$ cat config.mk
export PLATFORM = sky130hd
export DESIGN_NAME = spd_serial_dma
export DESIGN_NICKNAME = d
export VERILOG_FILES = /design/src/logic/spd_pkg.sv /design/src/logic/spd_chan_if.sv /design/src/logic/spd_serial_dma.sv /design/src/logic/spd_channel.sv /design/src/logic/spd_irq_flags.sv
export SDC_FILE = /design/constraint.sdc
export NUM_CORES = 1
export LEC_CHECK = 0
export BUFFER_PORTS_ARGS = -buffer_cell sky130_fd_sc_hd__buf_2
export CAP_MARGIN = 20
export CORE_MARGIN = 4
export CORE_UTILIZATION = 40
export DETAILED_ROUTE_END_ITERATION = 7
export REMOVE_ABC_BUFFERS = 1
export SLEW_MARGIN = 20
export SYNTH_ARGS = -nofsm -noshare
export SYNTH_HDL_FRONTEND = slang
export SYNTH_SLANG_ARGS = --single-unit
$ cat constraint.sdc
create_clock -name clk_sys -period 6.99 [get_ports clk_sys]
set_input_delay 0.699 -clock clk_sys [delete_from_list [all_inputs] [get_ports clk_sys]]
set_output_delay 0.699 -clock clk_sys [all_outputs]
set_load 0.03 [all_outputs]
$ cat src/logic/spd_pkg.sv
package spd_pkg;
    // printed register offsets, one set per serial controller
    localparam logic [15:0] OFS_PEND_ONE = 16'hA808;
    localparam logic [15:0] OFS_PEND_TWO = 16'hA80C;
    localparam logic [15:0] OFS_EN_ONE = 16'hA848;
    localparam logic [15:0] OFS_EN_TWO = 16'hA84C;
    localparam logic [15:0] OFS_MODE_ONE = 16'hC854;
    localparam logic [15:0] OFS_MODE_TWO = 16'hC054;
    // dma register page, offsets relative to the page base
    localparam logic [15:0] DMA_BASE_ONE = 16'hC800;
    localparam logic [15:0] DMA_BASE_TWO = 16'hC000;
    localparam logic [7:0] OFS_TXBEG [2] = '{8'h00, 8'h08};
    localparam logic [7:0] OFS_TXEND [2] = '{8'h04, 8'h0C};
    localparam logic [7:0] OFS_RXBEG [2] = '{8'h10, 8'h18};
    localparam logic [7:0] OFS_RXEND [2] = '{8'h14, 8'h1C};
    localparam logic [7:0] OFS_TXCNT = 8'h20;
    localparam logic [7:0] OFS_RXCNT [2] = '{8'h24, 8'h28};
    localparam logic [7:0] OFS_CTRL = 8'h2C;
    localparam logic [7:0] OFS_STAT = 8'h30;
    localparam logic [7:0] OFS_RXERR [2] = '{8'h34, 8'h38};
    // control register bit positions (load bits a at n, b at n+1)
    localparam int CTL_TX_BUFFER_LOAD = 0;
    localparam int CTL_RX_BUFFER_LOAD = 2;
    localparam int CTL_TX_CHANNEL_RESET = 4;
    localparam int CTL_RX_CHANNEL_RESET = 5;
    // pending register layout (a at n, b at n+1)
    localparam int IRQ_W = 15;
    localparam int IRQ_RX_UNLOADED = 9;
    localparam int IRQ_TX_UNLOADED = 11;
    localparam logic [14:0] IRQ_DMA_MASK = 15'h1E00;
    localparam logic [14:0] IRQ_RST = 15'h0000;
    localparam logic [31:0] WORD_RST = 32'h0000_0000;
    typedef enum logic [1:0] {
        MODE_OFF = 2'h0, MODE_UART = 2'h1, MODE_SPI = 2'h2, MODE_I2C = 2'h3
    } spd_mode_t;
    typedef enum logic [1:0] {BUF_IDLE = 2'h0, BUF_PEND = 2'h1, BUF_ACT = 2'h3} spd_buf_t;
    typedef enum logic [1:0] {
        M_IDLE = 2'h0, M_TXRD = 2'h1, M_TXPUSH = 2'h3, M_RXWR = 2'h2
    } spd_mst_t;
endpackage : spd_pkg

$ cat src/logic/spd_chan_if.sv
`timescale 1ns/10ps
interface spd_chan_if;
    import spd_pkg::*;
    logic load_a;
    logic load_b;
    logic clr;
    logic over_a;
    logic over_b;
    spd_buf_t st_a;
    spd_buf_t st_b;
    logic unload_a;
    logic unload_b;
    logic activate;
    modport ctl(output load_a, load_b, clr, over_a, over_b,
                input st_a, st_b, unload_a, unload_b, activate);
    modport chan(input load_a, load_b, clr, over_a, over_b,
                 output st_a, st_b, unload_a, unload_b, activate);
endinterface : spd_chan_if

$ cat src/logic/spd_serial_dma.sv
`timescale 1ns/10ps
// Contract
// - each channel ping-pongs between buffers A and B
// - buffers are idle, pending or active
// - channel reset clears buffer states and counts
// - buffer spans start to inclusive end address
// - load bit hands buffer to the channel
// - end address writable while pending or active
// - count is offset of next byte, +1 per byte
// - tx shares one count, rx has two
// - count holds until reload or channel reset
// - rx count write on idle buffer loads it
// - unload when start plus count passes end
// - end or count writes also trigger unload check
// - two-bit mode: off, uart, spi, i2c
// - pending bits 12/11 for tx B/A unload
// - pending bits 10/9 for rx B/A unload
// - pending bits 14/13 parity and frame error
// - pending bits 8..5 for i2c events
// - pending bits 4/3 underrun and overrun
// - pending bits 2..0 idle, space, data
// - rx records offset of first errored byte
// - unload event on falling active indication, except on channel reset
module spd_serial_dma
    import spd_pkg::*;
#(
    parameter int SC_INDEX = 1,
    parameter int AW = 32,
    parameter int CW = 16
) (
    input wire logic clk_sys,
    input wire logic rstn,
    input wire logic psel,
    input wire logic penable,
    input wire logic pwrite,
    input wire logic [15:0] paddr,
    input wire logic [31:0] pwdata,
    output logic [31:0] prdata,
    output logic pready,
    output logic pslverr,
    output logic mem_req,
    output logic mem_we,
    output logic [AW-1:0] mem_addr,
    output logic [7:0] mem_wdata,
    input wire logic mem_ack,
    input wire logic [7:0] mem_rdata,
    output logic txf_valid,
    output logic [7:0] txf_data,
    input wire logic txf_ready,
    input wire logic rxf_valid,
    input wire logic [7:0] rxf_data,
    input wire logic rxf_perr,
    input wire logic rxf_ferr,
    output logic rxf_ready,
    input wire logic [IRQ_W-1:0] sc_event,
    output logic [1:0] serial_mode_field,
    output logic irq
);
    // per-controller address map
    localparam logic [15:0] PEND_ADR = (SC_INDEX == 1) ? OFS_PEND_ONE : OFS_PEND_TWO;
    localparam logic [15:0] EN_ADR = (SC_INDEX == 1) ? OFS_EN_ONE : OFS_EN_TWO;
    localparam logic [15:0] MODE_ADR = (SC_INDEX == 1) ? OFS_MODE_ONE : OFS_MODE_TWO;
    localparam logic [15:0] DMA_ADR = (SC_INDEX == 1) ? DMA_BASE_ONE : DMA_BASE_TWO;

    // address match inside the dma page
    function automatic logic hit(input logic [15:0] adr, input logic [7:0] ofs);
        hit = adr == DMA_ADR + {8'h00, ofs};
    endfunction : hit

    // unload test; one extra bit so the sum cannot wrap
    function automatic logic past_end(input logic [AW-1:0] beg, input logic [CW-1:0] cnt,
                                      input logic [AW-1:0] last);
        past_end = ({1'b0, beg} + (AW+1)'(cnt)) > {1'b0, last};
    endfunction : past_end

    spd_chan_if tx_if();
    spd_chan_if rx_if();

    logic [AW-1:0] tx_buffer_start_addr [2];
    logic [AW-1:0] tx_buffer_end_addr [2];
    logic [AW-1:0] rx_buffer_start_addr [2];
    logic [AW-1:0] rx_buffer_end_addr [2];
    logic [CW-1:0] tx_byte_offset;
    logic [CW-1:0] rx_byte_offset [2];
    logic [CW-1:0] rx_error_offset [2];
    logic rx_err_seen [2];
    spd_mode_t serial_mode_select;
    spd_mst_t mst;
    spd_buf_t tx_st [2];
    spd_buf_t rx_st [2];
    logic wr_acc;
    logic ctl_wr;
    logic rx_cnt_wr [2];
    logic rx_ld_ctl [2];
    logic run;
    logic tx_any;
    logic rx_any;
    logic tx_sel;
    logic rx_sel;
    logic wsel;
    logic rx_bad;
    logic tx_go;
    logic rx_go;
    logic tx_done;
    logic rx_done;
    logic [IRQ_W-1:0] irq_set;
    logic [IRQ_W-1:0] pend;
    logic [IRQ_W-1:0] en;
    logic [31:0] rd_data;
    logic rd_hit;

    // state views as arrays so the per-buffer logic can loop
    assign tx_st[0] = tx_if.st_a;
    assign tx_st[1] = tx_if.st_b;
    assign rx_st[0] = rx_if.st_a;
    assign rx_st[1] = rx_if.st_b;

    // apb strobes; zero wait states, so a write lands on the access edge
    assign wr_acc = psel && penable && pwrite;
    assign ctl_wr = wr_acc && hit(paddr, OFS_CTRL);
    assign pready = 1'b1;

    // dma_control_reg bits are pulses and never stored
    assign tx_if.clr = ctl_wr && pwdata[CTL_TX_CHANNEL_RESET];
    assign rx_if.clr = ctl_wr && pwdata[CTL_RX_CHANNEL_RESET];
    assign tx_if.load_a = ctl_wr && pwdata[CTL_TX_BUFFER_LOAD];
    assign tx_if.load_b = ctl_wr && pwdata[CTL_TX_BUFFER_LOAD+1];
    assign rx_if.load_a = rx_ld_ctl[0] || (rx_cnt_wr[0] && rx_st[0] == BUF_IDLE);
    assign rx_if.load_b = rx_ld_ctl[1] || (rx_cnt_wr[1] && rx_st[1] == BUF_IDLE);

    // unload checks run every cycle, so register writes take effect at once
    assign tx_if.over_a = tx_st[0] == BUF_ACT
        && past_end(tx_buffer_start_addr[0], tx_byte_offset, tx_buffer_end_addr[0]);
    assign tx_if.over_b = tx_st[1] == BUF_ACT
        && past_end(tx_buffer_start_addr[1], tx_byte_offset, tx_buffer_end_addr[1]);
    assign rx_if.over_a = rx_st[0] != BUF_IDLE
        && past_end(rx_buffer_start_addr[0], rx_byte_offset[0], rx_buffer_end_addr[0]);
    assign rx_if.over_b = rx_st[1] != BUF_IDLE
        && past_end(rx_buffer_start_addr[1], rx_byte_offset[1], rx_buffer_end_addr[1]);

    spd_channel u_tx_chan (
        .clk_sys(clk_sys),
        .rstn(rstn),
        .ch(tx_if.chan)
    );

    spd_channel u_rx_chan (
        .clk_sys(clk_sys),
        .rstn(rstn),
        .ch(rx_if.chan)
    );

    // per-buffer address registers; end stays writable in every state
    for (genvar i = 0; i < 2; i++) begin : g_buf
        always_ff @(posedge clk_sys or negedge rstn) begin
            if (!rstn) begin
                tx_buffer_start_addr[i] <= AW'(WORD_RST);
                tx_buffer_end_addr[i] <= AW'(WORD_RST);
                rx_buffer_start_addr[i] <= AW'(WORD_RST);
                rx_buffer_end_addr[i] <= AW'(WORD_RST);
            end else begin
                if (wr_acc && hit(paddr, OFS_TXBEG[i])) begin
                    tx_buffer_start_addr[i] <= pwdata[AW-1:0];
                end
                if (wr_acc && hit(paddr, OFS_TXEND[i])) begin
                    tx_buffer_end_addr[i] <= pwdata[AW-1:0];
                end
                if (wr_acc && hit(paddr, OFS_RXBEG[i])) begin
                    rx_buffer_start_addr[i] <= pwdata[AW-1:0];
                end
                if (wr_acc && hit(paddr, OFS_RXEND[i])) begin
                    rx_buffer_end_addr[i] <= pwdata[AW-1:0];
                end
            end
        end

        // a load bit on a loaded buffer is ignored and keeps its count
        assign rx_cnt_wr[i] = wr_acc && hit(paddr, OFS_RXCNT[i]);
        assign rx_ld_ctl[i] = ctl_wr && pwdata[CTL_RX_BUFFER_LOAD+i] && rx_st[i] == BUF_IDLE;

        // rx counts: software write wins over a byte landing in the same cycle
        always_ff @(posedge clk_sys or negedge rstn) begin
            if (!rstn) begin
                rx_byte_offset[i] <= CW'(WORD_RST);
            end else if (rx_if.clr || rx_ld_ctl[i]) begin
                rx_byte_offset[i] <= CW'(WORD_RST);
            end else if (rx_cnt_wr[i]) begin
                rx_byte_offset[i] <= pwdata[CW-1:0];
            end else if (rx_done && wsel == 1'(i)) begin
                rx_byte_offset[i] <= rx_byte_offset[i] + CW'(1);
            end
        end

        // first errored byte only; cleared by reset or a fresh load
        always_ff @(posedge clk_sys or negedge rstn) begin
            if (!rstn) begin
                rx_err_seen[i] <= 1'b0;
                rx_error_offset[i] <= CW'(WORD_RST);
            end else if (rx_if.clr || (i == 0 ? rx_if.load_a : rx_if.load_b)) begin
                rx_err_seen[i] <= 1'b0;
            end else if (rx_done && wsel == 1'(i) && rx_bad && !rx_err_seen[i]) begin
                rx_err_seen[i] <= 1'b1;
                rx_error_offset[i] <= rx_byte_offset[i];
            end
        end
    end

    // shared tx count restarts whenever a buffer turns active
    always_ff @(posedge clk_sys or negedge rstn) begin
        if (!rstn) begin
            tx_byte_offset <= CW'(WORD_RST);
        end else if (tx_if.clr || tx_if.activate) begin
            tx_byte_offset <= CW'(WORD_RST);
        end else if (tx_done) begin
            tx_byte_offset <= tx_byte_offset + CW'(1);
        end
    end

    // mode register; uart is refused on the second controller
    always_ff @(posedge clk_sys or negedge rstn) begin
        if (!rstn) begin
            serial_mode_select <= MODE_OFF;
        end else if (wr_acc && paddr == MODE_ADR) begin
            if (!(pwdata[1:0] == MODE_UART && SC_INDEX != 1)) begin
                serial_mode_select <= spd_mode_t'(pwdata[1:0]);
            end
        end
    end
    assign serial_mode_field = serial_mode_select;

    // channel run conditions; a disabled controller moves no data
    assign run = serial_mode_select != MODE_OFF;
    assign tx_any = tx_st[0] == BUF_ACT || tx_st[1] == BUF_ACT;
    assign rx_any = rx_st[0] == BUF_ACT && !rx_if.over_a || rx_st[1] == BUF_ACT && !rx_if.over_b;
    assign tx_sel = tx_st[1] == BUF_ACT;
    assign rx_sel = rx_st[1] == BUF_ACT;
    // rx is served first since a stalled receiver overruns
    assign rx_go = mst == M_IDLE && run && rx_any && rxf_valid;
    assign tx_go = mst == M_IDLE && run && tx_any && !rx_go;
    assign tx_done = mst == M_TXRD && mem_ack;
    assign rx_done = mst == M_RXWR && mem_ack;
    assign rxf_ready = rx_go;

    // one memory sequencer serves both channels, one byte at a time
    always_ff @(posedge clk_sys or negedge rstn) begin
        if (!rstn) begin
            mst <= M_IDLE;
        end else begin
            case (mst)
                M_IDLE: begin
                    if (rx_go) begin
                        mst <= M_RXWR;
                    end else if (tx_go) begin
                        mst <= M_TXRD;
                    end
                end
                M_TXRD: begin
                    if (mem_ack) begin
                        mst <= M_TXPUSH;
                    end
                end
                M_TXPUSH: begin
                    if (txf_ready) begin
                        mst <= M_IDLE;
                    end
                end
                M_RXWR: begin
                    if (mem_ack) begin
                        mst <= M_IDLE;
                    end
                end
                default: begin
                    mst <= M_IDLE;
                end
            endcase
        end
    end

    // request address and data are latched at launch and held until ack
    always_ff @(posedge clk_sys or negedge rstn) begin
        if (!rstn) begin
            mem_addr <= AW'(WORD_RST);
            mem_wdata <= 8'h00;
            rx_bad <= 1'b0;
            wsel <= 1'b0;
        end else if (rx_go) begin
            mem_addr <= rx_buffer_start_addr[rx_sel] + AW'(rx_byte_offset[rx_sel]);
            mem_wdata <= rxf_data;
            rx_bad <= rxf_perr || rxf_ferr;
            wsel <= rx_sel;
        end else if (tx_go) begin
            mem_addr <= tx_buffer_start_addr[tx_sel] + AW'(tx_byte_offset);
        end
    end

    // fetched byte waits here until the transmit fifo takes it
    always_ff @(posedge clk_sys or negedge rstn) begin
        if (!rstn) begin
            txf_data <= 8'h00;
        end else if (tx_done) begin
            txf_data <= mem_rdata;
        end
    end

    assign mem_req = mst == M_TXRD || mst == M_RXWR;
    assign mem_we = mst == M_RXWR;
    assign txf_valid = mst == M_TXPUSH;

    // dma completion events replace the controller's own bits 9..12
    always_comb begin
        irq_set = sc_event & ~IRQ_DMA_MASK;
        irq_set[IRQ_RX_UNLOADED] = rx_if.unload_a;
        irq_set[IRQ_RX_UNLOADED+1] = rx_if.unload_b;
        irq_set[IRQ_TX_UNLOADED] = tx_if.unload_a;
        irq_set[IRQ_TX_UNLOADED+1] = tx_if.unload_b;
    end

    spd_irq_flags u_flags (
        .clk_sys(clk_sys),
        .rstn(rstn),
        .set_ev(irq_set),
        .pend_wr(wr_acc && paddr == PEND_ADR),
        .en_wr(wr_acc && paddr == EN_ADR),
        .wdata(pwdata),
        .serial_irq_pending(pend),
        .serial_irq_enable(en),
        .irq(irq)
    );

    // read mux; control reads as zero, pending and enable bit 15 and above read as zero
    always_comb begin
        rd_data = WORD_RST;
        rd_hit = 1'b0;
        if (paddr == PEND_ADR) begin
            rd_data = 32'(pend);
            rd_hit = 1'b1;
        end
        if (paddr == EN_ADR) begin
            rd_data = 32'(en);
            rd_hit = 1'b1;
        end
        if (paddr == MODE_ADR) begin
            rd_data = 32'(serial_mode_select);
            rd_hit = 1'b1;
        end
        if (hit(paddr, OFS_TXCNT)) begin
            rd_data = 32'(tx_byte_offset);
            rd_hit = 1'b1;
        end
        if (hit(paddr, OFS_CTRL)) begin
            rd_hit = 1'b1;
        end
        if (hit(paddr, OFS_STAT)) begin
            rd_data = 32'({rx_err_seen[1], rx_err_seen[0],
                           rx_st[1] == BUF_PEND, rx_st[0] == BUF_PEND,
                           tx_st[1] == BUF_PEND, tx_st[0] == BUF_PEND,
                           rx_st[1] == BUF_ACT, rx_st[0] == BUF_ACT,
                           tx_st[1] == BUF_ACT, tx_st[0] == BUF_ACT});
            rd_hit = 1'b1;
        end
        for (int i = 0; i < 2; i++) begin
            if (hit(paddr, OFS_TXBEG[i])) begin
                rd_data = 32'(tx_buffer_start_addr[i]);
                rd_hit = 1'b1;
            end
            if (hit(paddr, OFS_TXEND[i])) begin
                rd_data = 32'(tx_buffer_end_addr[i]);
                rd_hit = 1'b1;
            end
            if (hit(paddr, OFS_RXBEG[i])) begin
                rd_data = 32'(rx_buffer_start_addr[i]);
                rd_hit = 1'b1;
            end
            if (hit(paddr, OFS_RXEND[i])) begin
                rd_data = 32'(rx_buffer_end_addr[i]);
                rd_hit = 1'b1;
            end
            if (hit(paddr, OFS_RXCNT[i])) begin
                rd_data = 32'(rx_byte_offset[i]);
                rd_hit = 1'b1;
            end
            if (hit(paddr, OFS_RXERR[i])) begin
                rd_data = 32'(rx_error_offset[i]);
                rd_hit = 1'b1;
            end
        end
    end

    // unmapped addresses answer with an error and change nothing
    assign prdata = rd_data;
    assign pslverr = psel && penable && !rd_hit;
endmodule : spd_serial_dma

$ cat src/logic/spd_channel.sv
`timescale 1ns/10ps
module spd_channel
    import spd_pkg::*;
(
    input wire logic clk_sys,
    input wire logic rstn,
    spd_chan_if.chan ch
);
    spd_buf_t next_a;
    spd_buf_t next_b;

    // unload first, then promote the pending buffer, then accept loads
    always_comb begin
        next_a = ch.st_a;
        next_b = ch.st_b;
        if (ch.over_a) next_a = BUF_IDLE;
        if (ch.over_b) next_b = BUF_IDLE;
        if (next_a == BUF_PEND && next_b != BUF_ACT) next_a = BUF_ACT;
        if (next_b == BUF_PEND && next_a != BUF_ACT) next_b = BUF_ACT;
        if (ch.load_a && next_a == BUF_IDLE) begin
            next_a = (next_b == BUF_ACT) ? BUF_PEND : BUF_ACT;
        end
        if (ch.load_b && next_b == BUF_IDLE) begin
            next_b = (next_a == BUF_ACT) ? BUF_PEND : BUF_ACT;
        end
        if (ch.clr) begin
            next_a = BUF_IDLE;
            next_b = BUF_IDLE;
        end
    end

    // buffer state registers
    always_ff @(posedge clk_sys or negedge rstn) begin
        if (!rstn) begin
            ch.st_a <= BUF_IDLE;
            ch.st_b <= BUF_IDLE;
        end else begin
            ch.st_a <= next_a;
            ch.st_b <= next_b;
        end
    end

    // a channel reset is not a completion, so it raises no unload event
    assign ch.unload_a = ch.st_a == BUF_ACT && next_a != BUF_ACT && !ch.clr;
    assign ch.unload_b = ch.st_b == BUF_ACT && next_b != BUF_ACT && !ch.clr;
    assign ch.activate = (next_a == BUF_ACT && ch.st_a != BUF_ACT)
                      || (next_b == BUF_ACT && ch.st_b != BUF_ACT);
endmodule : spd_channel

$ cat src/logic/spd_irq_flags.sv
`timescale 1ns/10ps
module spd_irq_flags
    import spd_pkg::*;
(
    input wire logic clk_sys,
    input wire logic rstn,
    input wire logic [IRQ_W-1:0] set_ev,
    input wire logic pend_wr,
    input wire logic en_wr,
    input wire logic [31:0] wdata,
    output logic [IRQ_W-1:0] serial_irq_pending,
    output logic [IRQ_W-1:0] serial_irq_enable,
    output logic irq
);
    // write one to clear; an event in the same cycle wins over the clear
    always_ff @(posedge clk_sys or negedge rstn) begin
        if (!rstn) begin
            serial_irq_pending <= IRQ_RST;
        end else begin
            serial_irq_pending <= (serial_irq_pending & ~(pend_wr ? wdata[IRQ_W-1:0] : IRQ_RST))
                                | set_ev;
        end
    end

    // enable mask, plain read/write
    always_ff @(posedge clk_sys or negedge rstn) begin
        if (!rstn) begin
            serial_irq_enable <= IRQ_RST;
        end else if (en_wr) begin
            serial_irq_enable <= wdata[IRQ_W-1:0];
        end
    end

    assign irq = |(serial_irq_pending & serial_irq_enable);
endmodule : spd_irq_flags

==> reports/summary.json, run 1 <==
{
  "clock_skew_ns": 0.0152,
  "numPortBuffers": 172,
  "io-pin-count": 178,
  "criticalPathCategory": "flop to primary output",
  "slew_viol_final": 0,
  "synth_top_flop_cell": "sky130_fd_sc_hd__dfrtp_1",
  "clockRootBuffer": "sky130_fd_sc_hd__clkbuf_16",
  "hp-class": "primary input to async pin",
  "wl_met3_mm": 9.20,
  "timing.final.hold_violations": 0,
  "cts-htree-levels": 2,
  "final_design_area_no_fill_um2": 34400,
  "crit_arrival_ns": 6.12,
  "first_iter_violations": 2768,
  "place_congestion": 0.962,
  "largest_net_degree_at_the_start_of_global_routing": 166,
  "drcViolationCount": 0,
  "dp_hpwl_mm": 85.5,
  "post_cts_setup_buffer_count": 0,
  "worst_slew_pin_slew_ns": 1.17,
  "irDropWorstVdd_mv": 0.146,
  "worst_skew_pair.late_latency_ns": 0.61,
  "critPathRequiredTime_ns": 6.29,
  "synthCells": 3415,
  "synth-seq-cells": 430,
  "vias": 27119,
  "timing.critical_path.from_type": "flop",
  "tritoncts": "built",
  "cp_max_fo": 7,
  "area_grow_syn2layout_pct": 12.4,
  "power_density_nw_per_um2": 184,
  "die_w_um": 285,
  "min_period_over_period": 0.975,
  "cts_buffers": 53,
  "cts_num_sinks": 430,
  "number_of_global_route_vias_before_repair": 25783,
  "final.setup.tns_ns": 0,
  "number_of_enable_flip_flop_cells_after_synthesis": 0,
  "worstSetupEndpointType": "primary output",
  "run_status": "finished clean",
  "critical_path.slowest_cell": "sky130_fd_sc_hd__dfrtp_1",
  "floorplan.die.height_um": 285,
  "synth_area_um2": 30600,
  "clkTransAtPathRegs_ns": 0.06,
  "rsz0062_at_grt": "no",
  "avgSynthCellArea_um2": 8.96,
  "synth_seq_area_share": 0.352,
  "path_cells": "ha_1 > fa_1 > a211o_1 > o2111ai_1 > a211oi_1 > o21a_1 > a21bo_2 > and2_1 > nand2_1 > nor2_1 > xor2_1 > ha_1 > a21o_1 > a21o_1 > a211oi_1 > o211ai_1 > o21ai_1 > a22o_2 > nand2_4 > inv_2 > buf_2",
  "fillers": 7464,
  "gr-total-overflow": 0,
  "fin_cells": 4562,
  "avgViaCountPerCell": 5.94,
  "grt_util_all_layers": 0.270,
  "max-slew-margin-rel": 0.208,
  "drive_above_1_share": 0.171,
  "post-place-cells": 4458,
  "p_leak_uw": 0.0166,
  "ctsLongestPathBuffers": 3,
  "dpl_cell_area_um2": 32600,
  "setup_viol_count_final": 0,
  "netlist-cell-type-count": 99,
  "overall_die_area_um2": 81000,
  "postCtsHoldBufs": 0,
  "number_of_detailed_route_iterations_in_the_first_pass": 7,
  "antenna_violations_before_repair": 6,
  "synth_async_sr_flop_share": 1.00,
  "timing.critical_path.slowest_cell_delay_ns": 0.47,
  "nNetsFinal": 3862,
  "drv.max_cap_violation_count": 0,
  "floorplan.core_area_um2": 75800,
  "timing.critical_path.max_delay_family": "compound AO/OA/AOI/OAI gates",
  "max_freq_ghz": 0.147,
  "highest_layer_used_for_signal_routing": "met4",
  "initial_utilization": 0.403,
  "met2RoutedLength_mm": 49.9,
  "placementRows": 101,
  "routedWlPerCell_um": 24.7,
  "antenna_left": 0,
  "cp_num_buf_inv": 2,
  "cts_resized": 2,
  "ys.warnings.count": 0,
  "period_minus_slack_ns": 6.81,
  "final_routed_wirelength_mm": 113,
  "grt_pass1_wl_mm": 167,
  "final_core_utilization": 0.453,
  "wl_met1_mm": 48.9
}
-- cells by family (layout without fill, tap and decap cells) --
family,Yosys count,in the layout,synth area share
muxes,294,294,0.106
other,1,5,0.000123
AOI/OAI and AO/OA,806,806,0.175
and+or+nand+nor,1072,1072,0.161
xor gates and xnor gates,210,210,0.0601
adders and majority gates,238,238,0.0988
DFF,430,430,0.352
buffers and inverters,364,529,0.0473
-- per-layer routing --
| metal | GRT usage | up-vias |
|---|---|---|
| li1 | - | 12552 |
| met1 | 0.379 | 13279 |
| met2 | 0.422 | 1125 |
| met3 | 0.0391 | 163 |
| met4 | 0.104 | 0 |
| met5 | 0 | - |
-- report_power, final --
| part | internal (µW) | leakage [µW] | switching [µW] |
|---|---|---|---|
| clock network | 1660 | 0.000859 | 1180 |
| registers | 2550 | 0.00535 | 81.8 |
| logic | 313 | 0.0104 | 549 |
| total | 4520 | 0.0166 | 1810 |
-- synthesized netlist by cell type, drive strengths merged, types with 6 or more instances --
| master | number | share of area |
|---|---|---|
| o21ai | 224 | 0.037 |
| or3 | 13 | 0.0027 |
| buf | 55 | 0.0094 |
| nand3 | 77 | 0.013 |
| a31oi | 35 | 0.0072 |
| mux2i | 64 | 0.021 |
| a21oi | 165 | 0.027 |
| a21o | 50 | 0.012 |
| mux2 | 229 | 0.085 |
| nor3 | 50 | 0.0088 |
| o31ai | 17 | 0.0043 |
| o221ai | 15 | 0.0049 |
| inv | 193 | 0.024 |
| a211oi | 63 | 0.015 |
| nand2 | 480 | 0.059 |
| nand2b | 14 | 0.0029 |
| xor2 | 67 | 0.019 |
| xnor2 | 143 | 0.041 |
| o211ai | 17 | 0.0043 |
| nor2 | 220 | 0.027 |
| a21boi | 6 | 0.0015 |
| nand4 | 60 | 0.012 |
| a221oi | 30 | 0.0086 |
| nor2b | 26 | 0.0053 |
| and2 | 21 | 0.0044 |
| a31o | 6 | 0.0017 |
| o21bai | 17 | 0.0042 |
| o21a | 26 | 0.0064 |
| a22oi | 27 | 0.0066 |
| and3 | 40 | 0.0082 |
| or4 | 13 | 0.0034 |
| dfrtp | 430 | 0.35 |
| or2 | 11 | 0.0022 |
| a222oi | 36 | 0.012 |
| o22ai | 18 | 0.0037 |
| ha | 232 | 0.095 |
| and4 | 9 | 0.0026 |
| clkbuf | 115 | 0.014 |
| fa | 6 | 0.0039 |
| nor4 | 21 | 0.0043 |
-- path summary, 6_finish.rpt --
path / start / endpoint / slack, ns / cells after the start
max: rx_byte_offset[0] / rxf_ready / 0.18 / 21
min: rstn / txf_data[7] / 0.02 / 1
min reg2reg: mem_wdata[2] / mem_wdata[2] / 0.47 / 2
min in group clk_sys: sc_event[1] / u_flags.serial_irq_pending[1] / 0.26 / 2
max in group asynchronous: rstn / mem_addr[13] / 5.66 / 2
max reg2reg: rx_byte_offset[0] / mem_addr[18] / 0.57 / 18
-- stage by stage --
stage	worst slack, ns	hold slack, ns	power [µW]
finish	0.176	0.0232	6330
global route	0.000523	0.0379	6560
CTS	0.0382	0.0179	6360
detailed placement	0.360	0.465	3520
global placement	0.431	0.455	3510
floorplan	1.24	0.403	3150
-- cells in the final DEF, fill, tap and decap left out, types with 13 or more instances in the layout --
cell and count:
sky130_fd_sc_hd__nor3_1 42, sky130_fd_sc_hd__a222oi_1 36, sky130_fd_sc_hd__clkbuf_16 55, sky130_fd_sc_hd__a22oi_1 27, sky130_fd_sc_hd__nand4_1 60, sky130_fd_sc_hd__ha_1 232
sky130_fd_sc_hd__and3_1 40, sky130_fd_sc_hd__a21oi_1 164, sky130_fd_sc_hd__xor2_1 67, sky130_fd_sc_hd__o211ai_1 16, sky130_fd_sc_hd__buf_4 59, sky130_fd_sc_hd__dfrtp_1 430
sky130_fd_sc_hd__o21bai_1 17, sky130_fd_sc_hd__nand3_1 77, sky130_fd_sc_hd__o22ai_1 18, sky130_fd_sc_hd__o21ai_0 206, sky130_fd_sc_hd__o21a_1 25, sky130_fd_sc_hd__and2_1 18
sky130_fd_sc_hd__a221oi_1 29, sky130_fd_sc_hd__a211oi_1 62, sky130_fd_sc_hd__xnor2_1 143, sky130_fd_sc_hd__nor4_1 21, sky130_fd_sc_hd__mux2i_1 64, sky130_fd_sc_hd__o21ai_1 15
sky130_fd_sc_hd__nand2_1 476, sky130_fd_sc_hd__o31ai_1 16, sky130_fd_sc_hd__clkbuf_1 14, sky130_fd_sc_hd__a21o_1 50, sky130_fd_sc_hd__nor2b_1 26, sky130_fd_sc_hd__nand2b_1 14
sky130_fd_sc_hd__mux2_2 224, sky130_fd_sc_hd__a31oi_1 35, sky130_fd_sc_hd__buf_2 171, sky130_fd_sc_hd__o221ai_1 14, sky130_fd_sc_hd__inv_1 192, sky130_fd_sc_hd__nor2_1 212
sky130_fd_sc_hd__or3_1 13
-- area by class of cell --
type	instances	area, µm²	share of cell area
clock buffers	79	1570	0.0456
flip-flops and latches	430	10800	0.313
well taps	978	1220	0.0356
multi-input cells	2621	18500	0.538
inverters	194	728	0.0212
clock inverters	21	210	0.00611
repair buffers	235	1390	0.0405
diodes	4	10.0	0.000291
-- sequential cells by signal, indices dropped and copies added, names as in the netlist, 8 cells and up --
signal,count
mem_addr,32
mem_wdata,8
rx_buffer_end_addr,64
rx_buffer_start_addr,64
rx_byte_offset,32
rx_error_offset,32
tx_buffer_end_addr,64
tx_buffer_start_addr,64
tx_byte_offset,16
txf_data,8
u_flags.serial_irq_enable,15
u_flags.serial_irq_pending,15
Power figures use the tool's default switching activity.
==> run 2, diff against run 1 <==
- CORE_UTILIZATION: 40 -> 45
==> reports/summary.json, run 2 (same netlist as run 1, synthesis figures left out) <==
{
  "run_status": "finished clean",
  "final_cell_mix": "sky130_fd_sc_hd__nand2_1 (477), sky130_fd_sc_hd__dfrtp_1 (430), sky130_fd_sc_hd__ha_1 (232)",
  "post-place-cells": 4358,
  "area_grow_syn2layout_pct": 12.1,
  "postCtsHoldBufs": 0,
  "critical_path.slowest_cell": "sky130_fd_sc_hd__or4_1",
  "dpl_cell_area_um2": 32400,
  "final_design_area_no_fill_um2": 34300,
  "die_w_um": 269,
  "setup_viol_count_final": 0,
  "final.setup.tns_ns": 0,
  "fillers": 6449,
  "worst_setup_path_endpoint": "rxf_ready",
  "largest_net_degree_at_the_start_of_global_routing": 141,
  "drcViolationCount": 0,
  "gr-total-overflow": 0,
  "timing.final.hold_violations": 0,
  "ctsLongestPathBuffers": 3,
  "worst_skew_pair.late_latency_ns": 0.63,
  "rsz0062_at_grt": "no",
  "routedWlPerCell_um": 25.0,
  "cts_buffers": 52,
  "criticalPathCategory": "flop to primary output",
  "vias": 27203,
  "cp_num_buf_inv": 3,
  "clock_skew_ns": 0.0209,
  "placementRows": 95,
  "rr_startpoint": "tx_byte_offset[5]",
  "timing.critical_path.from_type": "flop",
  "cts_resized": 0,
  "path_common_cell": "sky130_fd_sc_hd__ha_1",
  "max-slew-margin-rel": 0.255,
  "timing.critical_path.slowest_cell_delay_ns": 0.57,
  "nNetsFinal": 3866,
  "min_period_over_period": 0.959,
  "drv.max_cap_violation_count": 0,
  "place_congestion": 0.995,
  "final_routed_wirelength_mm": 111,
  "crit_arrival_ns": 6.00,
  "crit_start": "rx_byte_offset[16]",
  "drive_above_1_share": 0.170,
  "period_minus_slack_ns": 6.70,
  "hp-class": "primary input to async pin",
  "reg2reg_to": "tx_byte_offset[7]",
  "overall_die_area_um2": 72200,
  "clkTransAtPathRegs_ns": 0.06,
  "clockRootBuffer": "sky130_fd_sc_hd__clkbuf_16",
  "number_of_detailed_route_iterations_in_the_first_pass": 8,
  "initial_utilization": 0.455,
  "tritoncts": "built",
  "grt_pass1_wl_mm": 164,
  "cts_num_sinks": 430,
  "dp_hpwl_mm": 83.9,
  "antenna_violations_before_repair": 3,
  "ff2ff_path_depth": 18,
  "most_frequent_standard_cell_in_the_layout_excluding_fill_and_tap_cells": "sky130_fd_sc_hd__nand2_1",
  "post_cts_setup_buffer_count": 0,
  "worst_slew_pin_slew_ns": 1.12,
  "grt_util_all_layers": 0.303,
  "final_core_utilization": 0.510,
  "slew_viol_final": 0,
  "p_leak_uw": 0.0166,
  "cts-htree-levels": 2,
  "floorplan.core_area_um2": 67300,
  "irDropWorstVdd_mv": 0.194,
  "number_of_global_route_vias_before_repair": 25884,
  "first_iter_violations": 2968,
  "crit_cells": 20,
  "avgViaCountPerCell": 6.11,
  "floorplan.die.height_um": 269,
  "setup_slack_ns": 0.288,
  "antenna_left": 0,
  "pre_cts_slack_ns": 0.639,
  "worstSetupEndpointType": "primary output",
  "cp_max_fo": 7,
  "critPathRequiredTime_ns": 6.29,
  "io-pin-count": 178,
  "max_freq_ghz": 0.149,
  "fin_cells": 4454,
  "timing.critical_path.max_delay_family": "compound AO/OA/AOI/OAI gates",
  "power_density_nw_per_um2": 188,
  "numPortBuffers": 172,
  "worst-r2r-setup-slack_ns": 0.62,
  "path_cells": "ha_1 > fa_1 > a211oi_1 > o21ai_1 > a221oi_1 > buf_4 > a21o_1 > nor2_1 > nand2_1 > xnor2_1 > ha_1 > nand4_1 > or4_1 > o32ai_2 > a31oi_1 > nor3_2 > a22o_1 > nand2_4 > inv_2 > buf_2"
}
-- run 2: worst min-delay path by stage --
stage / to / slack [ns]
after floorplan: mem_addr[0] / 0.40
after global placement: mem_wdata[7] / 0.45
after detailed placement: mem_wdata[5] / 0.46
after CTS: rx_buffer_start_addr[24] / 0.11
after global routing: rx_buffer_end_addr[25] / 0.14
final: rx_buffer_end_addr[25] / 0.08
-- run 2: area by class of cell --
class | count | area (µm²) | area share
Multi-Input combinational cell | 2621 | 18500 | 0.539
Sequential cell | 430 | 10800 | 0.314
Timing Repair Buffer | 240 | 1410 | 0.0410
Tap cell | 873 | 1090 | 0.0319
Inverter | 194 | 728 | 0.0212
Clock inverter | 17 | 295 | 0.00861
Antenna cell | 3 | 7.51 | 0.000219
Clock buffer | 76 | 1520 | 0.0444
-- run 2: layer usage --
metal  part of all wire  track usage  up-vias
met3              0.070       0.0414      262
met2               0.44        0.475     1011
met4              0.066        0.162        2
met1               0.42        0.410    13373
met5           0.000081            0        -
li1                   -            -    12555
-- run 2: stage by stage --
step	power (µW)	hold WS, ns
2_1_floorplan	3150	0.403
3_3_place_gp	3510	0.455
3_5_place_dp	3520	0.462
4_1_cts	6470	0.111
5_1_grt	6680	0.135
6_report	6440	0.0791
-- run 2: where the power goes --
group | switching [µW] | leakage [µW] | total (µW) | internal [µW]
clock network | 1160 | 0.000892 | 2950 | 1790
logic | 559 | 0.0104 | 881 | 322
registers | 55.3 | 0.00535 | 2600 | 2550
